`src/verilog/jmd_defines.svh`:
```
`ifndef JMD_DEFINES_SVH
`define JMD_DEFINES_SVH

// register indices, byte address is four times the index
`define JMD_IDX_PWR1 8'h14
`define JMD_IDX_PWR3 8'h15
`define JMD_IDX_IRQ_POL 8'h19
`define JMD_IDX_IRQ_EN 8'h1a
`define JMD_IDX_PIN_FN 8'h1b
`define JMD_IDX_OUT_CTL 8'h2d
`define JMD_IDX_BIAS_CMP 8'h33
`define JMD_IDX_CLK_SRC 8'h34
`define JMD_IDX_STATUS 8'h3f

// reset value of every writable register
`define JMD_REG_RESET 9'h000

// field positions
`define JMD_MIC_BIAS_BIT 5
`define JMD_HP_L_BIT 8
`define JMD_HP_R_BIT 7
`define JMD_SPK_L_BIT 6
`define JMD_SPK_R_BIT 5
`define JMD_CUR_IRQ_BIT 1
`define JMD_SW_IRQ_BIT 2
`define JMD_IRQ_CFG_HI 8
`define JMD_IRQ_CFG_LO 7
`define JMD_IRQ_PIN_HI 4
`define JMD_IRQ_PIN_LO 3
`define JMD_JACK_CFG_HI 2
`define JMD_JACK_CFG_LO 0
`define JMD_HPSW_EN_BIT 6
`define JMD_HPSW_POL_BIT 5
`define JMD_VSEL_BIT 8
`define JMD_THR_HI 3
`define JMD_THR_LO 1
`define JMD_CMP_EN_BIT 0
`define JMD_TOCLK_SEL_BIT 5

// field codes
`define JMD_JACK_INPUT 3'h0
`define JMD_JACK_PULLUP 3'h1
`define JMD_JACK_PULLDN 3'h2
`define JMD_IRQ_PIN_OUT 2'h1
`define JMD_IRQ_ACT_HIGH 2'h2
`define JMD_IRQ_ACT_LOW 2'h3

// debounce timeout in edges of the selected timeout clock
`define JMD_DBNC_TICKS 10'h3ff

`endif

```
`src/verilog/jmd_pkg.sv`:
```
package jmd_pkg;

  // register selected by a bus address
  typedef enum logic [3:0] {
    SEL_NONE,
    SEL_PWR1,
    SEL_PWR3,
    SEL_IRQ_POL,
    SEL_IRQ_EN,
    SEL_PIN_FN,
    SEL_OUT_CTL,
    SEL_BIAS_CMP,
    SEL_CLK_SRC,
    SEL_STATUS
  } jmd_sel_t;

  // debounce state
  typedef struct packed {
    logic tick_prev;
    logic [9:0] cnt;
    logic level;
  } jmd_dbnc_st_t;

  // one latched interrupt source
  typedef struct packed {
    logic flag;
  } jmd_latch_st_t;

  // whole state of the top module
  typedef struct packed {
    logic [8:0] pwr1;
    logic [8:0] pwr3;
    logic [8:0] irq_pol;
    logic [8:0] irq_en;
    logic [8:0] pin_fn;
    logic [8:0] out_ctl;
    logic [8:0] bias_cmp;
    logic [8:0] clk_src;
    logic [31:0] prdata;
    logic pready;
    logic pslverr;
    logic irq_o;
    logic irq_oe;
    logic pull_up;
    logic pull_dn;
    logic hp_l;
    logic hp_r;
    logic spk_l;
    logic spk_r;
    logic mic_bias_power;
    logic vsel;
    logic [2:0] thr;
    logic cmp_en;
  } jmd_top_st_t;

endpackage

```
`src/verilog/jmd_dbnc_if.sv`:
```
`timescale 1ns/1ns
interface jmd_dbnc_if;
  logic sense_raw;
  logic tick_sel;
  logic mclk_in;
  logic vclk_in;
  logic level;
  modport ctrl (output sense_raw, output tick_sel, output mclk_in, output vclk_in, input level);
  modport dbnc (input sense_raw, input tick_sel, input mclk_in, input vclk_in, output level);
endinterface

```
`src/verilog/jmd_debounce.sv`:
```
`timescale 1ns/1ns
`include "jmd_defines.svh"
module jmd_debounce (
  input wire logic pclk,
  input wire logic presetn,
  jmd_dbnc_if.dbnc db
);
  jmd_pkg::jmd_dbnc_st_t s_q;
  jmd_pkg::jmd_dbnc_st_t s_d;
  logic tick_now;

  // selected timeout clock, sampled as a level
  assign tick_now = db.tick_sel ? db.vclk_in : db.mclk_in;

  // count timeout edges while the pin differs from the accepted level
  always_comb
  begin
    s_d = s_q;
    s_d.tick_prev = tick_now;
    if (db.sense_raw == s_q.level)
    begin
      s_d.cnt = 10'h000;
    end
    else if (tick_now && !s_q.tick_prev)
    begin
      if (s_q.cnt == `JMD_DBNC_TICKS - 10'h001)
      begin
        s_d.level = db.sense_raw;
        s_d.cnt = 10'h000;
      end
      else
      begin
        s_d.cnt = s_q.cnt + 10'h001;
      end
    end
  end

  always_ff @(posedge pclk or negedge presetn)
  begin
    if (!presetn)
      s_q <= '0;
    else
      s_q <= s_d;
  end

  assign db.level = s_q.level;
endmodule

```
`src/verilog/jmd_irq_latch.sv`:
```
`timescale 1ns/1ns
module jmd_irq_latch (
  input wire logic pclk,
  input wire logic presetn,
  input wire logic enable,
  input wire logic cond,
  output logic flag
);
  jmd_pkg::jmd_latch_st_t s_q;
  jmd_pkg::jmd_latch_st_t s_d;

  // sets on an enabled condition, holds, clears only while disabled
  always_comb
  begin
    s_d = s_q;
    if (!enable)
      s_d.flag = 1'b0;
    else if (cond)
      s_d.flag = 1'b1;
  end

  always_ff @(posedge pclk or negedge presetn)
  begin
    if (!presetn)
      s_q <= '0;
    else
      s_q <= s_d;
  end

  assign flag = s_q.flag;
endmodule

```
`src/verilog/jmd_jack_irq_top.sv`:
```
// Operation
// - jack level, polarity choose headphone or speaker
// - clock select bit picks debounce timeout clock
// - jack pin codes connect internal pull resistors
// - jack detect raises selectable polarity interrupt
// - power bit switches microphone bias supply on
// - bias select bit zero gives 0.9 supply
// - threshold code bits set detection threshold
// - comparator enable bit turns comparator on
// - current polarity zero fires above threshold
// - current enable lets detection set interrupt
// - output config code 10 is active high
// - pin config code 01 makes interrupt output
// - interrupt latched until source enable cleared
// - interrupt can report jack switch state
// - switch enable bit turns on autonomous switching
// - jack pin code 000 is plain input
// - inserted plug reads high, removed reads low
`timescale 1ns/1ns
`include "jmd_defines.svh"
module jmd_jack_irq_top (
  input wire logic pclk,
  input wire logic presetn,
  input wire logic psel,
  input wire logic penable,
  input wire logic pwrite,
  input wire logic [11:0] paddr,
  input wire logic [31:0] pwdata,
  output logic [31:0] prdata,
  output logic pready,
  output logic pslverr,
  input wire logic jack_sense_pin,
  input wire logic master_clock_input,
  input wire logic voice_port_clock,
  input wire logic bias_current_above,
  output logic irq_output_pin_o,
  output logic irq_output_pin_oe,
  output logic jack_pull_up_en,
  output logic jack_pull_down_en,
  output logic hp_left_en,
  output logic hp_right_en,
  output logic spk_left_en,
  output logic spk_right_en,
  output logic mic_bias_en,
  output logic bias_voltage_sel,
  output logic [2:0] current_threshold_code,
  output logic comparator_en
);

  jmd_pkg::jmd_top_st_t s_q;
  jmd_pkg::jmd_top_st_t s_d;

  // debounced jack level and latched interrupt flags
  logic jack_level;
  logic [1:0] irq_flag;
  logic [1:0] irq_enable;
  logic [1:0] irq_cond;
  logic cur_cond;
  logic sw_cond;
  logic jack_hp_sel;
  logic irq_any;

  // bus decode helpers
  logic setup_ph;
  logic access_ph;
  jmd_pkg::jmd_sel_t setup_sel;
  jmd_pkg::jmd_sel_t access_sel;

  // address to register decode, used for setup and access phases
  function automatic jmd_pkg::jmd_sel_t reg_sel(input logic [11:0] addr);
    jmd_pkg::jmd_sel_t r;
    r = jmd_pkg::SEL_NONE;
    if (addr[1:0] == 2'h0)
    begin
      case (addr[9:2])
        `JMD_IDX_PWR1: r = jmd_pkg::SEL_PWR1;
        `JMD_IDX_PWR3: r = jmd_pkg::SEL_PWR3;
        `JMD_IDX_IRQ_POL: r = jmd_pkg::SEL_IRQ_POL;
        `JMD_IDX_IRQ_EN: r = jmd_pkg::SEL_IRQ_EN;
        `JMD_IDX_PIN_FN: r = jmd_pkg::SEL_PIN_FN;
        `JMD_IDX_OUT_CTL: r = jmd_pkg::SEL_OUT_CTL;
        `JMD_IDX_BIAS_CMP: r = jmd_pkg::SEL_BIAS_CMP;
        `JMD_IDX_CLK_SRC: r = jmd_pkg::SEL_CLK_SRC;
        `JMD_IDX_STATUS: r = jmd_pkg::SEL_STATUS;
        default: r = jmd_pkg::SEL_NONE;
      endcase
    end
    if (addr[11:10] != 2'h0)
      r = jmd_pkg::SEL_NONE;
    return r;
  endfunction

  // read value of one register
  function automatic logic [8:0] reg_value(
    input jmd_pkg::jmd_sel_t sel,
    input jmd_pkg::jmd_top_st_t st,
    input logic [4:0] status
  );
    logic [8:0] v;
    v = 9'h000;
    case (sel)
      jmd_pkg::SEL_PWR1: v = st.pwr1;
      jmd_pkg::SEL_PWR3: v = st.pwr3;
      jmd_pkg::SEL_IRQ_POL: v = st.irq_pol;
      jmd_pkg::SEL_IRQ_EN: v = st.irq_en;
      jmd_pkg::SEL_PIN_FN: v = st.pin_fn;
      jmd_pkg::SEL_OUT_CTL: v = st.out_ctl;
      jmd_pkg::SEL_BIAS_CMP: v = st.bias_cmp;
      jmd_pkg::SEL_CLK_SRC: v = st.clk_src;
      jmd_pkg::SEL_STATUS: v = {4'h0, status};
      default: v = 9'h000;
    endcase
    return v;
  endfunction

  // debounce of the jack sense pin
  jmd_dbnc_if dbnc_bus ();

  assign dbnc_bus.sense_raw = jack_sense_pin; // high on insertion
  assign dbnc_bus.tick_sel = s_q.clk_src[`JMD_TOCLK_SEL_BIT]; // 0 master, 1 voice port
  assign dbnc_bus.mclk_in = master_clock_input;
  assign dbnc_bus.vclk_in = voice_port_clock;
  assign jack_level = dbnc_bus.level;

  jmd_debounce u_dbnc (
    .pclk(pclk),
    .presetn(presetn),
    .db(dbnc_bus.dbnc)
  ); // switching and interrupt see only the debounced level

  // interrupt conditions
  // current detect: above threshold when polarity 0 below when 1
  assign cur_cond = s_q.bias_cmp[`JMD_CMP_EN_BIT] && s_q.pwr1[`JMD_MIC_BIAS_BIT]
    && (bias_current_above ^ s_q.irq_pol[`JMD_CUR_IRQ_BIT]);
  // jack switch state, insertion or removal by polarity
  assign sw_cond = jack_level ^ s_q.irq_pol[`JMD_SW_IRQ_BIT];

  assign irq_cond = {sw_cond, cur_cond};
  assign irq_enable = {s_q.irq_en[`JMD_SW_IRQ_BIT], s_q.irq_en[`JMD_CUR_IRQ_BIT]};

  // one latch per source, cleared by writing its enable to 0
  genvar gi;
  generate
    for (gi = 0; gi < 2; gi++)
    begin : g_src
      jmd_irq_latch u_latch (
        .pclk(pclk),
        .presetn(presetn),
        .enable(irq_enable[gi]),
        .cond(irq_cond[gi]),
        .flag(irq_flag[gi])
      );
    end
  endgenerate

  assign irq_any = |irq_flag;

  // headphone selected by debounced level and switch polarity
  assign jack_hp_sel = jack_level ^ s_q.out_ctl[`JMD_HPSW_POL_BIT];

  // bus phases
  assign setup_ph = psel && !penable;
  assign access_ph = psel && penable && s_q.pready;
  assign setup_sel = reg_sel(paddr);
  assign access_sel = reg_sel(paddr);

  // next state of registers, bus answer and pin outputs
  always_comb
  begin
    s_d = s_q;

    // zero wait state answer prepared in the setup cycle
    s_d.pready = setup_ph;
    if (setup_ph)
    begin
      s_d.pslverr = (setup_sel == jmd_pkg::SEL_NONE);
      if (pwrite)
        s_d.prdata = 32'h0000_0000;
      else
        s_d.prdata = {23'h000000, reg_value(setup_sel, s_q,
          {irq_any, irq_flag[1], irq_flag[0], cur_cond, jack_level})};
    end
    else if (!psel)
    begin
      s_d.pslverr = 1'b0;
      s_d.prdata = 32'h0000_0000;
    end

    // register write at the access edge
    if (access_ph && pwrite && !s_q.pslverr)
    begin
      case (access_sel)
        jmd_pkg::SEL_PWR1: s_d.pwr1 = pwdata[8:0];
        jmd_pkg::SEL_PWR3: s_d.pwr3 = pwdata[8:0];
        jmd_pkg::SEL_IRQ_POL: s_d.irq_pol = pwdata[8:0];
        jmd_pkg::SEL_IRQ_EN: s_d.irq_en = pwdata[8:0];
        jmd_pkg::SEL_PIN_FN: s_d.pin_fn = pwdata[8:0];
        jmd_pkg::SEL_OUT_CTL: s_d.out_ctl = pwdata[8:0];
        jmd_pkg::SEL_BIAS_CMP: s_d.bias_cmp = pwdata[8:0];
        jmd_pkg::SEL_CLK_SRC: s_d.clk_src = pwdata[8:0];
        default: s_d.pwr1 = s_q.pwr1;
      endcase
    end

    // output drivers gated by the jack switch, never enabled by it
    s_d.hp_l = s_q.pwr3[`JMD_HP_L_BIT]
      && (!s_q.out_ctl[`JMD_HPSW_EN_BIT] || jack_hp_sel);
    s_d.hp_r = s_q.pwr3[`JMD_HP_R_BIT]
      && (!s_q.out_ctl[`JMD_HPSW_EN_BIT] || jack_hp_sel);
    s_d.spk_l = s_q.pwr3[`JMD_SPK_L_BIT]
      && (!s_q.out_ctl[`JMD_HPSW_EN_BIT] || !jack_hp_sel);
    s_d.spk_r = s_q.pwr3[`JMD_SPK_R_BIT]
      && (!s_q.out_ctl[`JMD_HPSW_EN_BIT] || !jack_hp_sel);

    // microphone bias and comparator controls
    s_d.mic_bias_power = s_q.pwr1[`JMD_MIC_BIAS_BIT];
    s_d.vsel = s_q.bias_cmp[`JMD_VSEL_BIT]; // 0 gives 0.9 supply
    s_d.thr = s_q.bias_cmp[`JMD_THR_HI:`JMD_THR_LO]; // 001 is 410 uA
    s_d.cmp_en = s_q.bias_cmp[`JMD_CMP_EN_BIT];

    // jack pin pull resistors, code 000 plain input
    s_d.pull_up = (s_q.pin_fn[`JMD_JACK_CFG_HI:`JMD_JACK_CFG_LO] == `JMD_JACK_PULLUP);
    s_d.pull_dn = (s_q.pin_fn[`JMD_JACK_CFG_HI:`JMD_JACK_CFG_LO] == `JMD_JACK_PULLDN);
    if (s_q.pin_fn[`JMD_JACK_CFG_HI:`JMD_JACK_CFG_LO] == `JMD_JACK_INPUT)
    begin
      s_d.pull_up = 1'b0;
      s_d.pull_dn = 1'b0;
    end

    // interrupt pin drive
    s_d.irq_o = 1'b0;
    s_d.irq_oe = 1'b0;
    if (s_q.pin_fn[`JMD_IRQ_PIN_HI:`JMD_IRQ_PIN_LO] == `JMD_IRQ_PIN_OUT)
    begin
      case (s_q.pin_fn[`JMD_IRQ_CFG_HI:`JMD_IRQ_CFG_LO])
        `JMD_IRQ_ACT_HIGH:
        begin
          s_d.irq_o = irq_any;
          s_d.irq_oe = 1'b1;
        end
        `JMD_IRQ_ACT_LOW:
        begin
          s_d.irq_o = !irq_any;
          s_d.irq_oe = 1'b1;
        end
        default:
        begin
          s_d.irq_o = 1'b0; // open drain, pulls low while asserted
          s_d.irq_oe = irq_any;
        end
      endcase
    end
  end

  // state register
  always_ff @(posedge pclk or negedge presetn)
  begin
    if (!presetn)
    begin
      s_q <= '0;
      s_q.pwr1 <= `JMD_REG_RESET;
      s_q.pwr3 <= `JMD_REG_RESET;
      s_q.irq_pol <= `JMD_REG_RESET;
      s_q.irq_en <= `JMD_REG_RESET;
      s_q.pin_fn <= `JMD_REG_RESET;
      s_q.out_ctl <= `JMD_REG_RESET;
      s_q.bias_cmp <= `JMD_REG_RESET;
      s_q.clk_src <= `JMD_REG_RESET;
    end
    else
    begin
      s_q <= s_d;
    end
  end

  // all outputs straight from the state register
  assign prdata = s_q.prdata;
  assign pready = s_q.pready;
  assign pslverr = s_q.pslverr;
  assign irq_output_pin_o = s_q.irq_o;
  assign irq_output_pin_oe = s_q.irq_oe;
  assign jack_pull_up_en = s_q.pull_up;
  assign jack_pull_down_en = s_q.pull_dn;
  assign hp_left_en = s_q.hp_l;
  assign hp_right_en = s_q.hp_r;
  assign spk_left_en = s_q.spk_l;
  assign spk_right_en = s_q.spk_r;
  assign mic_bias_en = s_q.mic_bias_power;
  assign bias_voltage_sel = s_q.vsel;
  assign current_threshold_code = s_q.thr;
  assign comparator_en = s_q.cmp_en;

endmodule

```
`config.mk`:
```
export PLATFORM = sky130hd
export DESIGN_NAME = jmd_jack_irq_top
export DESIGN_NICKNAME = d
export VERILOG_FILES = /design/src/verilog/jmd_pkg.sv /design/src/verilog/jmd_dbnc_if.sv /design/src/verilog/jmd_debounce.sv /design/src/verilog/jmd_irq_latch.sv /design/src/verilog/jmd_jack_irq_top.sv
export VERILOG_INCLUDE_DIRS = /design/src /design/src/verilog
export SDC_FILE = /design/constraint.sdc
export NUM_CORES = 1
export LEC_CHECK = 0
export ABC_CLOCK_PERIOD_IN_PS = 5500
export BUFFER_PORTS_ARGS = -buffer_cell sky130_fd_sc_hd__buf_2
export CAP_MARGIN = 25
export CORE_MARGIN = 2
export CORE_UTILIZATION = 45
export DETAILED_ROUTE_END_ITERATION = 8
export HOLD_SLACK_MARGIN = 0.03
export PLACE_DENSITY_LB_ADDON = 0.1
export SLEW_MARGIN = 40
export SYNTH_ARGS = -nofsm -noshare
export SYNTH_HDL_FRONTEND = slang
export SYNTH_SLANG_ARGS = --single-unit
```
`constraint.sdc`:
```
create_clock -name pclk -period 5.5 [get_ports pclk]
set_clock_uncertainty 0.15 [all_clocks]
set_input_delay 0.55 -clock pclk [delete_from_list [all_inputs] [get_ports pclk]]
set_output_delay 0.55 -clock pclk [all_outputs]
set_load 0.01 [all_outputs]
```
# Word level (Yosys, flattened, before mapping)
# Index checks and enable logic that the tools add are counted.
dict set report word_totals {
  register_bits 134
  elab_cells 117
  inputBits 53
  romBits 0
  latchBits 0
  ram_bits 0
  mem_count 0
}
dict set report op_classes {
  reduce_logical 35
  div 0
  shift 0
  order_cmp 0
  add_sub_neg 1
  mul 0
  n_eq_ne 28
  bitwise_logic 4
  n_mux 21
}
# cell n
set ops {}
lappend ops {{$pmux 9 s9} 1}
lappend ops {{$mux 32} 2}
lappend ops {{$eq 8x5->1 const B} 5}
lappend ops {{$pmux 4 s9} 1}
lappend ops {{$eq 8x6->1 const B} 4}
lappend ops {{$mux 10} 2}
lappend ops {{$eq 4x3->1 const B} 4}
lappend ops {{$reduce_and 2->1} 8}
lappend ops {{$logic_and 1x1->1} 12}
lappend ops {{$mux 11} 1}
lappend ops {{$add 10x1->10 const B} 1}
lappend ops {{$eq 10x10->1 const B} 1}
lappend ops {{$mux 9} 1}
lappend ops {{$eq 4x2->1 const B} 2}
lappend ops {{$eq 4x4->1 const B} 2}
lappend ops {{$mux 1} 8}
lappend ops {{$mux 4} 2}
lappend ops {{$logic_not 1->1} 6}
lappend ops {{$ne 2x1->1 const B} 3}
lappend ops {{$eq 2x2->1 const B} 2}
lappend ops {{$eq 4x1->1 const B} 1}
lappend ops {{$logic_not 4->1} 1}
lappend ops {{$mux 2} 2}
lappend ops {{$pmux 2 s2} 1}
lappend ops {{other kinds (12)} 16}

# Logic depth before layout (Yosys ltp)
# Gate-level depths: netlist of run 1.
dict set report depth {
  depth_word 8
  ltp_mapped 9
  mapped_depth_nobuf 7
}

# Hierarchy
# Synthesis of run 1 repeated with hierarchy kept, for this count alone.
dict set report unflattened {
  cells_unflattened 489
  hier_area_um2 5875.6
}
# module n_inst cells_each area_each_um2 seq_area_each_um2
set by_module_without_submodules {}
lappend by_module_without_submodules {jmd_jack_irq_top 1 415 5121.2 2427.3}
lappend by_module_without_submodules {jmd_debounce 1 70 689.4 300.3}
lappend by_module_without_submodules {jmd_irq_latch 2 2 32.5 25.0}

# Worst setup path before layout of run 1
# Ideal clock, no wire load.
dict set report synth_timing {
  path_kind {in2reg}
  from {input port paddr[2]}
  to {register s_q[75] (netlist name)}
  path_stages 6
  n_path_buf 1
  required_ns 5.225
  arrival_ns 2.459
  setup_time_ns 0.125
  setup_slack_ns 2.766
  cell_sequence {buf_2 -> or4b_1 -> a21oi_1 -> a41oi_2 -> nor4_4 -> mux2_2}
}
dict set report synth_via {
  elab_chain_cells 6
}
# item line
set synth_rtl {}
lappend synth_rtl {{start: declaration} jmd_jack_irq_top.sv:27} ;# input wire logic [11:0] paddr,
lappend synth_rtl {{$eq 8x6->1 / $eq 8x5->1 (equally long branches)} jmd_jack_irq_top.sv:75} ;# case (addr[9:2])
lappend synth_rtl {{$pmux 4 s9 (*)} jmd_jack_irq_top.sv:75}
lappend synth_rtl {{$mux 4 (*)} jmd_jack_irq_top.sv:73} ;# if (addr[1:0] == 2'h0)
lappend synth_rtl {{$mux 4 (*)} jmd_jack_irq_top.sv:88} ;# if (addr[11:10] != 2'h0)
lappend synth_rtl {{$eq 4x3->1 (*)} jmd_jack_irq_top.sv:192} ;# case (access_sel)
lappend synth_rtl {{$reduce_and 2->1 (no source line) (*)} n/a}
lappend synth_rtl {{end: declaration} jmd_jack_irq_top.sv:50} ;# jmd_pkg::jmd_top_st_t s_q;
# Every way passes the cells marked *; elsewhere a longest branch is shown, timed or not.
# A chain may end at the register's enable or synchronous reset.

# Final worst setup path of run 1
dict set report layout_timing {
  from {input port paddr[1]}
  to {register s_q[74] (netlist name)}
}
dict set report layout_via {
  elab_chain_cells 5
}
# item line
set layout_rtl {}
lappend layout_rtl {{$logic_not 2->1} jmd_jack_irq_top.sv:73}
lappend layout_rtl {{$mux 4} jmd_jack_irq_top.sv:73}
lappend layout_rtl {{$mux 4} jmd_jack_irq_top.sv:88}
lappend layout_rtl {{$eq 4x3->1} jmd_jack_irq_top.sv:192}
lappend layout_rtl {{$reduce_and 2->1 (no source line)} n/a}
# No other way between the ends.

==> run summary, run 1 <==
Detailed routing inserted a total of between 3000 and 4000 vias. Entering global routing, the biggest net connects 58 pins. The dominant synthesized flop cell is sky130_fd_sc_hd__dfrtp_1. The final count of pins violating max slew came out at 0. Counting along the longest clock path gives a buffer depth of 2.

The unique cell type count in the Yosys netlist came out at 67. The number of H-tree levels came out at 3. The die is 115 µm wide. The warning count from the yosys run is 0.

At the placement stage, the worst setup path has a slack of 1.96 ns. The number of gates resized after cts is 0. The post-detailed-route DRC marker count is 0. The half-perimeter wire length after placement came out at about 8600 µm. The standby leakage power is 0.00298 µW. The period utilization is 0.574. Setup violations remaining at the end of the flow were counted as 0.

The clock insertion delay at the later pin of the skew report came out at 0.34 ns. The cell type with the highest aggregate area in the netlist is sky130_fd_sc_hd__dfrtp_1. The proportion of synthesized flip-flops having asynchronous set or reset is 1.00. The category of the most critical setup path is in -> reg. The instance count on the critical path came out at 5.

Setup repair after global routing left no endpoint under its margin. The time the final worst path needs with I/O delays and setup came out at 3.16 ns. The capturing element type of the critical path is a flop.

By count the netlist is led by 111 x sky130_fd_sc_hd__dfrtp_1, 76 x sky130_fd_sc_hd__mux2_2, 38 x sky130_fd_sc_hd__buf_4. The starting density of the core came out at 0.461. The min-delay analysis places its worst path in the category in -> async. The detailed-route vias per instance came out at about 5.7. The flow ran to the end, and the final reports show no timing, DRC or antenna violations.

The sequential cell area fraction in the yosys report came out at 0.501. The critical path data required time is 5.58 ns. Walking the worst path, the cells encountered are buf_2 -> or4_1 -> a211o_1 -> a311oi_4 -> mux2_2.

The worst relative slew slack came out at 0.442. The clock-pin slew of the registers on the worst-case setup and hold paths is approximately 0.070 ns. The reported max-cap violation count came out at 0. The synthesis-stage register bit count is approximately 110. The combinational power share came out at 0.049. The repair_antennas step left the layout with diodes totalling 0. The initial antenna violation count was 0. The initial DRC count is 262. The wire length per cell after detailed routing came out at 20.1 µm. The final global-route overflow total is 0. The number of hold-slack violations in the final timing report is 0.

The mean instance size in the synthesized netlist is around 12 µm². The largest fanout on the critical path came out at 10. The register-to-register setup slack is 3.02 ns. The highest routing layer actually used is met4.

The number of buffers and inverters on the critical path is 1. The tree is rooted in a sky130_fd_sc_hd__clkbuf_16. The minimum setup slack in the final design is 2.34 ns. The total global routing track utilization came out at 0.203. VDD sags by at most 0.138 mV. The net switching power is about 340 µW. The hold buffer count at CTS came out at 0.

The type of element launching the critical path is an input port. On the critical path, the stage with the largest delay is an instance of sky130_fd_sc_hd__or4_1. The clock group share of total power is 0.428.

The length in cells of the worst reg-to-reg path came out at 3. In this run the tool buffered the top-level ports with 54 buffer cells. The number of clock sinks came out at 111.

The routed wire length is 12800 µm. At the pin with the least slew margin, the transition time is 0.838 ns. The share of the synthesized area in the top cell type came out at 0.501. The die extent in y is ~110 µm.

The largest stage delay on the critical path came out at 0.82 ns. The area of the core region came out at 12000 µm². The number of enable flip-flop cells after synthesis is 0. Compared with the post-synthesis result, the final layout area differs by 9.71%. The routed length on met1 is between 5000 and 6000 µm. In this run the count of I/O pins placed on the die edge is 101. The kind of cell adding the most delay to the critical path is compound AO/OA/AOI/OAI gates. The worst path arrival time is 3.23 ns. The remaining number of nets flagged by the antenna check after routing is 0.

In the final layout, the share of cells above drive strength 1 is 0.339. The total length of routed met3 wires is 626 µm. The most common cell in the synthesized netlist is sky130_fd_sc_hd__dfrtp_1.

In this run the core area contains 40 standard-cell rows. After detailed routing, the met2 layer carries 5870 µm of wire. The die covers 13200 µm². The total CTS buffers came out at 9.

The synthesized netlist occupies a cell area of between 5000 and 6000 µm². In the post-synthesis netlist, the biggest area contributors are sky130_fd_sc_hd__dfrtp_1 50%, sky130_fd_sc_hd__mux2_2 15%, sky130_fd_sc_hd__buf_4 5.1%. For this run, the detailed router's first-pass iteration total came to 4. The maximum clock frequency is 317 MHz. The fill cell instance count of the final layout is 1115.

The internal power summed over all cells is 1230 µW. For this run, the post-layout net count is about 540. The synthesized instance count is approximately 450. Power spread over the standard cell area amounts to 258 nW/µm².

TritonCTS built the clock tree. The first global-routing pass estimated 20100 µm of wire. The proportion of total power due to net switching came out at 0.217. In this run the post-CTS setup repair buffer count came out at 0. The number of global-route vias before repair came out at 3607. For the final routed database, the setup TNS stands at 0 ns. The power share of the sequential group came out at 0.523. Routability-driven placement finished with a final weighted congestion of 0.814.
worst paths after layout:
kind                                      from                                   to
max                                   paddr[1]                  s_q[74]$_DFFE_PN0P_
min                                    presetn            u_dbnc.s_q[5]$_DFFE_PN0P_
max reg2reg                pslverr$_DFFE_PN0P_                  s_q[74]$_DFFE_PN0P_
min reg2reg                 s_d[2]$_DFFE_PN0P_  current_threshold_code[1]$_DFF_PN0_
max in group asynchronous              presetn                   s_d[0]$_DFFE_PN0P_
min in group pclk           s_d[2]$_DFFE_PN0P_  current_threshold_code[1]$_DFF_PN0_
state kept, by name, summed over array words and instances (netlist names):
name and cells:
u_dbnc.db.level 1, jack_pull_down_en 1, comparator_en 1, pready 1, mic_bias_en 1, s_q 63
u_dbnc.s_q 11, bias_voltage_sel 1, hp_right_en 1, current_threshold_code 3, jack_pull_up_en 1, dbnc_bus.tick_sel 1
irq_output_pin_oe 1, irq_enable 2, spk_left_en 1, g_src.u_latch.flag 2, prdata 9, pslverr 1
spk_right_en 1, hp_left_en 1, irq_output_pin_o 1, s_d 6
metal layers:
| layer | track usage | up-vias |
|---|---|---|
| li1 | - | 1712 |
| met4 | 0.0892 | 0 |
| met3 | 0.0358 | 22 |
| met5 | 0 | - |
| met2 | 0.312 | 94 |
| met1 | 0.284 | 1844 |
per-stage QoR:
step | hold WS [ns] | std cells | power [µW] | util | cell area (µm²)
after global routing | 0.147 | 639 | 1630 | 0.506 | 6080
after global placement | 0.235 | 622 | 911 | 0.479 | 5760
after detailed placement | 0.243 | 623 | 913 | 0.480 | 5770
after floorplan | 0.104 | 469 | 882 | - | 5620
final | 0.100 | 639 | 1570 | 0.506 | 6080
after CTS | 0.117 | 639 | 1590 | 0.506 | 6080
cell usage in the layout (no fill, tap or decap), types with 4 or more instances in the layout:
cell | synthesis | routed
sky130_fd_sc_hd__mux2_2 | 76 | 76
sky130_fd_sc_hd__and3_1 | 4 | 4
sky130_fd_sc_hd__nand2b_1 | 5 | 5
sky130_fd_sc_hd__a21oi_1 | 10 | 10
sky130_fd_sc_hd__a221o_1 | 5 | 5
sky130_fd_sc_hd__and2_1 | 6 | 6
sky130_fd_sc_hd__conb_1 | 1 | 23
sky130_fd_sc_hd__a32oi_1 | 9 | 9
sky130_fd_sc_hd__nor3_1 | 4 | 4
sky130_fd_sc_hd__a22oi_1 | 6 | 6
sky130_fd_sc_hd__buf_2 | 7 | 53
sky130_fd_sc_hd__nor2b_1 | 4 | 4
sky130_fd_sc_hd__o22ai_1 | 4 | 4
sky130_fd_sc_hd__o221ai_1 | 4 | 4
sky130_fd_sc_hd__xnor2_1 | 4 | 4
sky130_fd_sc_hd__dfrtp_1 | 111 | 111
sky130_fd_sc_hd__o21ai_0 | 16 | 16
sky130_fd_sc_hd__mux2i_1 | 11 | 11
sky130_fd_sc_hd__a2bb2oi_1 | 4 | 4
sky130_fd_sc_hd__clkbuf_16 | 0 | 9
sky130_fd_sc_hd__nor2_1 | 10 | 10
sky130_fd_sc_hd__nand2_1 | 23 | 23
sky130_fd_sc_hd__nor3b_1 | 4 | 4
sky130_fd_sc_hd__buf_4 | 38 | 5
power groups by stage:
stage	registers (µW)	logic [µW]	clock network (µW)
2_1_floorplan	836	46.2	0
3_3_place_gp	836	75.5	0
3_5_place_dp	836	77.2	0
4_1_cts	820	77.6	689
5_1_grt	820	86.9	724
6_report	820	76.5	672
layout make-up:
type / count / area, µm² / area share
Timing Repair Buffer: 59 / 314 / 0.0517
Tap cell: 147 / 184 / 0.0303
Multi-Input combinational cell: 303 / 2480 / 0.408
Clock inverter: 2 / 37.5 / 0.00617
Inverter: 3 / 11.3 / 0.00185
Clock buffer: 14 / 274 / 0.0451
Sequential cell: 111 / 2780 / 0.457
cell families after synthesis:
group | share of synthesized area
multiplexers | 0.176
other | 0.000677
flip-flops | 0.501
buffers and inverters | 0.0659
AO/OA/AOI/OAI | 0.128
AND/OR/NAND/NOR | 0.114
adder cells (fa/ha/maj) | 0.00451
XOR/XNOR | 0.00948
(Power assumes the default switching activity.)
==> inputs of run 2 (changes only) <==
--- a/config.mk
+++ b/config.mk
@@ -6,7 +6,7 @@
 export SDC_FILE = /design/constraint.sdc
 export NUM_CORES = 1
 export LEC_CHECK = 0
-export ABC_CLOCK_PERIOD_IN_PS = 5500
+export ABC_CLOCK_PERIOD_IN_PS = 3200
 export BUFFER_PORTS_ARGS = -buffer_cell sky130_fd_sc_hd__buf_2
 export CAP_MARGIN = 25
 export CORE_MARGIN = 2
==> constraint.sdc (replaced) <==
create_clock -name pclk -period 3.2 [get_ports pclk]
set_clock_uncertainty 0.15 [all_clocks]
set_input_delay 0.32 -clock pclk [delete_from_list [all_inputs] [get_ports pclk]]
set_output_delay 0.32 -clock pclk [all_outputs]
set_load 0.01 [all_outputs]
==> run 2 against run 1 <==
Die area unchanged. Combinational power increased by 80%. Wire length up 1.8%. Sequential share of layout area decreased by 0.65 points. Global-route usage increased by 0.32 points. Worst hold slack got worse by 0.030 ns. Critical path depth increased by 2. Core utilization grew 0.73 points. Final area increased by 1.4%. Critical endpoint is now s_q[102]$_DFFE_PN0P_. Largest cell class unchanged. Largest power group unchanged.
==> run summary, run 2 (synthesis gave the netlist of run 1 again) <==
The flow ran to the end, and the final reports show no timing, DRC or antenna violations. The first-pass iteration count of the detailed router came out at 4 (unchanged). The worst relative slew slack is 0.579 (+0.138). The post-detailed-route DRC marker count is 0 (unchanged).

The deepest clock path buffer count is 2 (unchanged). The total CTS buffers came out at 9 (unchanged). The clock-pin slew of the registers on the worst-case setup and hold paths came out at 0.07 ns (about the same).

The number of gates resized after cts was 0 (unchanged). The placer congestion estimate came to 0.814 (about the same). The number of clock sinks is 111 (unchanged).

The worst path in the final design needs a cycle of 2.65 ns, including I/O delays and setup. The starting density of the core came out at 0.461 (unchanged). The critical path data required time is 3.29 ns (-2.29 ns). The share of post-route cells with drive strength above 1 is 0.348 (+0.00848). The area of the core region came out at 12000 µm² (unchanged). The largest net degree at the start of global routing is 63 (+8.6%). The total via count after detailed routing is 3781 (+3.0%).

The tightest min-delay check is of the in -> reg type. The actual slew at the worst max-slew pin came out at 0.631 ns (-0.206 ns). STA classifies the critical path endpoint as a flop. The startpoint identified for the worst hold timing path is psel.

The number of placement rows came out at 40 (unchanged). The hold buffer count at CTS is 2 (+2). The worst path arrival time was 2.74 ns (-0.49 ns). Leaving out fill and tap cells, the most frequent cell in the layout is sky130_fd_sc_hd__dfrtp_1.

The peak ir drop on the vdd network came to 0.211 mV (+52%). The number of primary I/O pins came out at 101 (unchanged). The wire length per cell after detailed routing is 20.1 µm (+0.13%). The register containing the most flip-flops in the final layout is s_q.

The total negative slack is 0 ns (unchanged). The detailed-route vias per instance came out at 5.82 (+1.2%). The maximum clock frequency is 377 MHz. The remaining number of nets flagged by the antenna check after routing is 0 (unchanged).

The total global routing track utilization is 0.206 (+0.00315). The initial antenna violation count is 0 (unchanged). In this run the critical register-to-register path is launched from u_dbnc.s_q[3]$_DFFE_PN0P_.

The worst setup path is launched from an input port. The footprint of the multi-input gates was 2480 µm² (unchanged). The reported max-cap violation count came out at 0 (unchanged). The post-layout net count is 555 (+2.4%). The clock tree root driver cell is sky130_fd_sc_hd__clkbuf_16. The number of standard cells in the final layout excluding fillers is 650 (+1.7%). The signed area change from the synthesized netlist to the final layout is 11.3%.

The CTS tree is built. The largest fanout on the critical path is 6 (-4). The standby leakage power came to 0.00303 µW (+1.9%). The wire length of the first global-routing pass is 20300 µm (+0.89%).

The number of setup violations in the final report is 0 (unchanged). The total power divided by cell area is 428 nW/µm² (+66%). The die outline area is 13200 µm² (unchanged).

The final global-route overflow total is 0 (unchanged). The library cells used most frequently in the layout, excluding fill and tap cells, are 111 x sky130_fd_sc_hd__dfrtp_1, 76 x sky130_fd_sc_hd__mux2_2, 53 x sky130_fd_sc_hd__buf_2, 23 x sky130_fd_sc_hd__nand2_1, 23 x sky130_fd_sc_hd__conb_1. The half-perimeter wire length after placement is 9010 µm (+4.3%).

The fill cell instance count of the final layout came out at 1082 (-3.0%). The number of setup buffers added after CTS came out at 0 (unchanged). The area of all sequential standard cells came out at 2780 µm² (unchanged).

The flip-flop count of the largest register, all copies and words added is 63 (unchanged). The count of antenna diodes in the layout is 0 (unchanged). The number of global-route vias before repair came to 3615 (+0.22%). The clock insertion delay at the later pin of the skew report came out at 0.35 ns (about the same). The total of buffers placed on input and output ports is 54 (unchanged). The routed wire length is 13000 µm (+1.8%). Setup repair after global routing left no endpoint under its margin. The period utilization is 0.828. The number of H-tree levels is 3 (unchanged). The initial DRC count is 188 (-28%). The number of hold-slack violations in the final timing report came out at 0 (unchanged). The critical path is of the in -> reg type.

The die extent in y came out at 115 µm (unchanged). The die width came to 115 µm (unchanged). Tracing the worst setup path back leads to its startpoint at penable.

The final count of pins violating max slew came to 0 (unchanged). The post-placement cell count is 634 (+1.8%).
## run 2: area by class of cell
class	instances	area share
timing repair buffer	72	0.0702
sequential	111	0.450
tap	147	0.0298
multi-input combinational	303	0.402
clock buffer	13	0.0406
inverter	3	0.00183
clock inverter	1	0.00487
## run 2: path summary, 6_finish.rpt
check | endpoint | depth (start not counted) | slack, ns
worst max-delay path | s_q[102]$_DFFE_PN0P_ | 7 | 0.55
worst min-delay path | pslverr$_DFFE_PN0P_ | 2 | 0.07
worst max register to register | u_dbnc.s_q[8]$_DFFE_PN0P_ | 6 | 0.86
worst min register to register | current_threshold_code[1]$_DFF_PN0_ | 0 | 0.25
max in group asynchronous | prdata[7]$_DFFE_PN0P_ | 3 | 1.88
min in group asynchronous | u_dbnc.s_q[6]$_DFFE_PN0P_ | 2 | 0.36
## run 2: per-stage QoR
step	util	cell area [µm²]	setup slack [ns]	power [µW]	hold slack, ns
3_3_place_gp	0.487	5850	0.294	1570	0.242
2_1_floorplan	-	5620	0.696	1520	-0.126
5_1_grt	0.513	6170	0.424	2750	0.0578
3_5_place_dp	0.488	5860	0.279	1570	0.241
4_1_cts	0.513	6160	0.540	2670	0.0557
6_report	0.513	6170	0.550	2640	0.0709
## run 2: worst max-delay path, stage by stage
cell	delay [ns]
sky130_fd_sc_hd__dlygate4sd3_1	0.52
sky130_fd_sc_hd__buf_2	0.13
sky130_fd_sc_hd__and2_1	0.15
sky130_fd_sc_hd__nand4b_1	0.47
sky130_fd_sc_hd__nor4_4	0.58
sky130_fd_sc_hd__buf_6	0.22
sky130_fd_sc_hd__mux2_2	0.34
## run 2: report_power, final
group	leakage (µW)	internal [µW]	switching [µW]	total, µW
logic	0.00135	38.0	99.5	138
clock network	0.000136	621	470	1090
registers	0.00155	1410	3.64	1410
total	0.00303	2070	573	2640
## run 2: per-layer routing
metal | wire, µm | vias to the layer above | GRT usage
li1 | - | 1727 | -
met1 | 6120 | 1932 | 0.292
met2 | 6040 | 107 | 0.318
met3 | 653 | 15 | 0.0427
met4 | 230 | 0 | 0.0715
met5 | 0 | - | 0
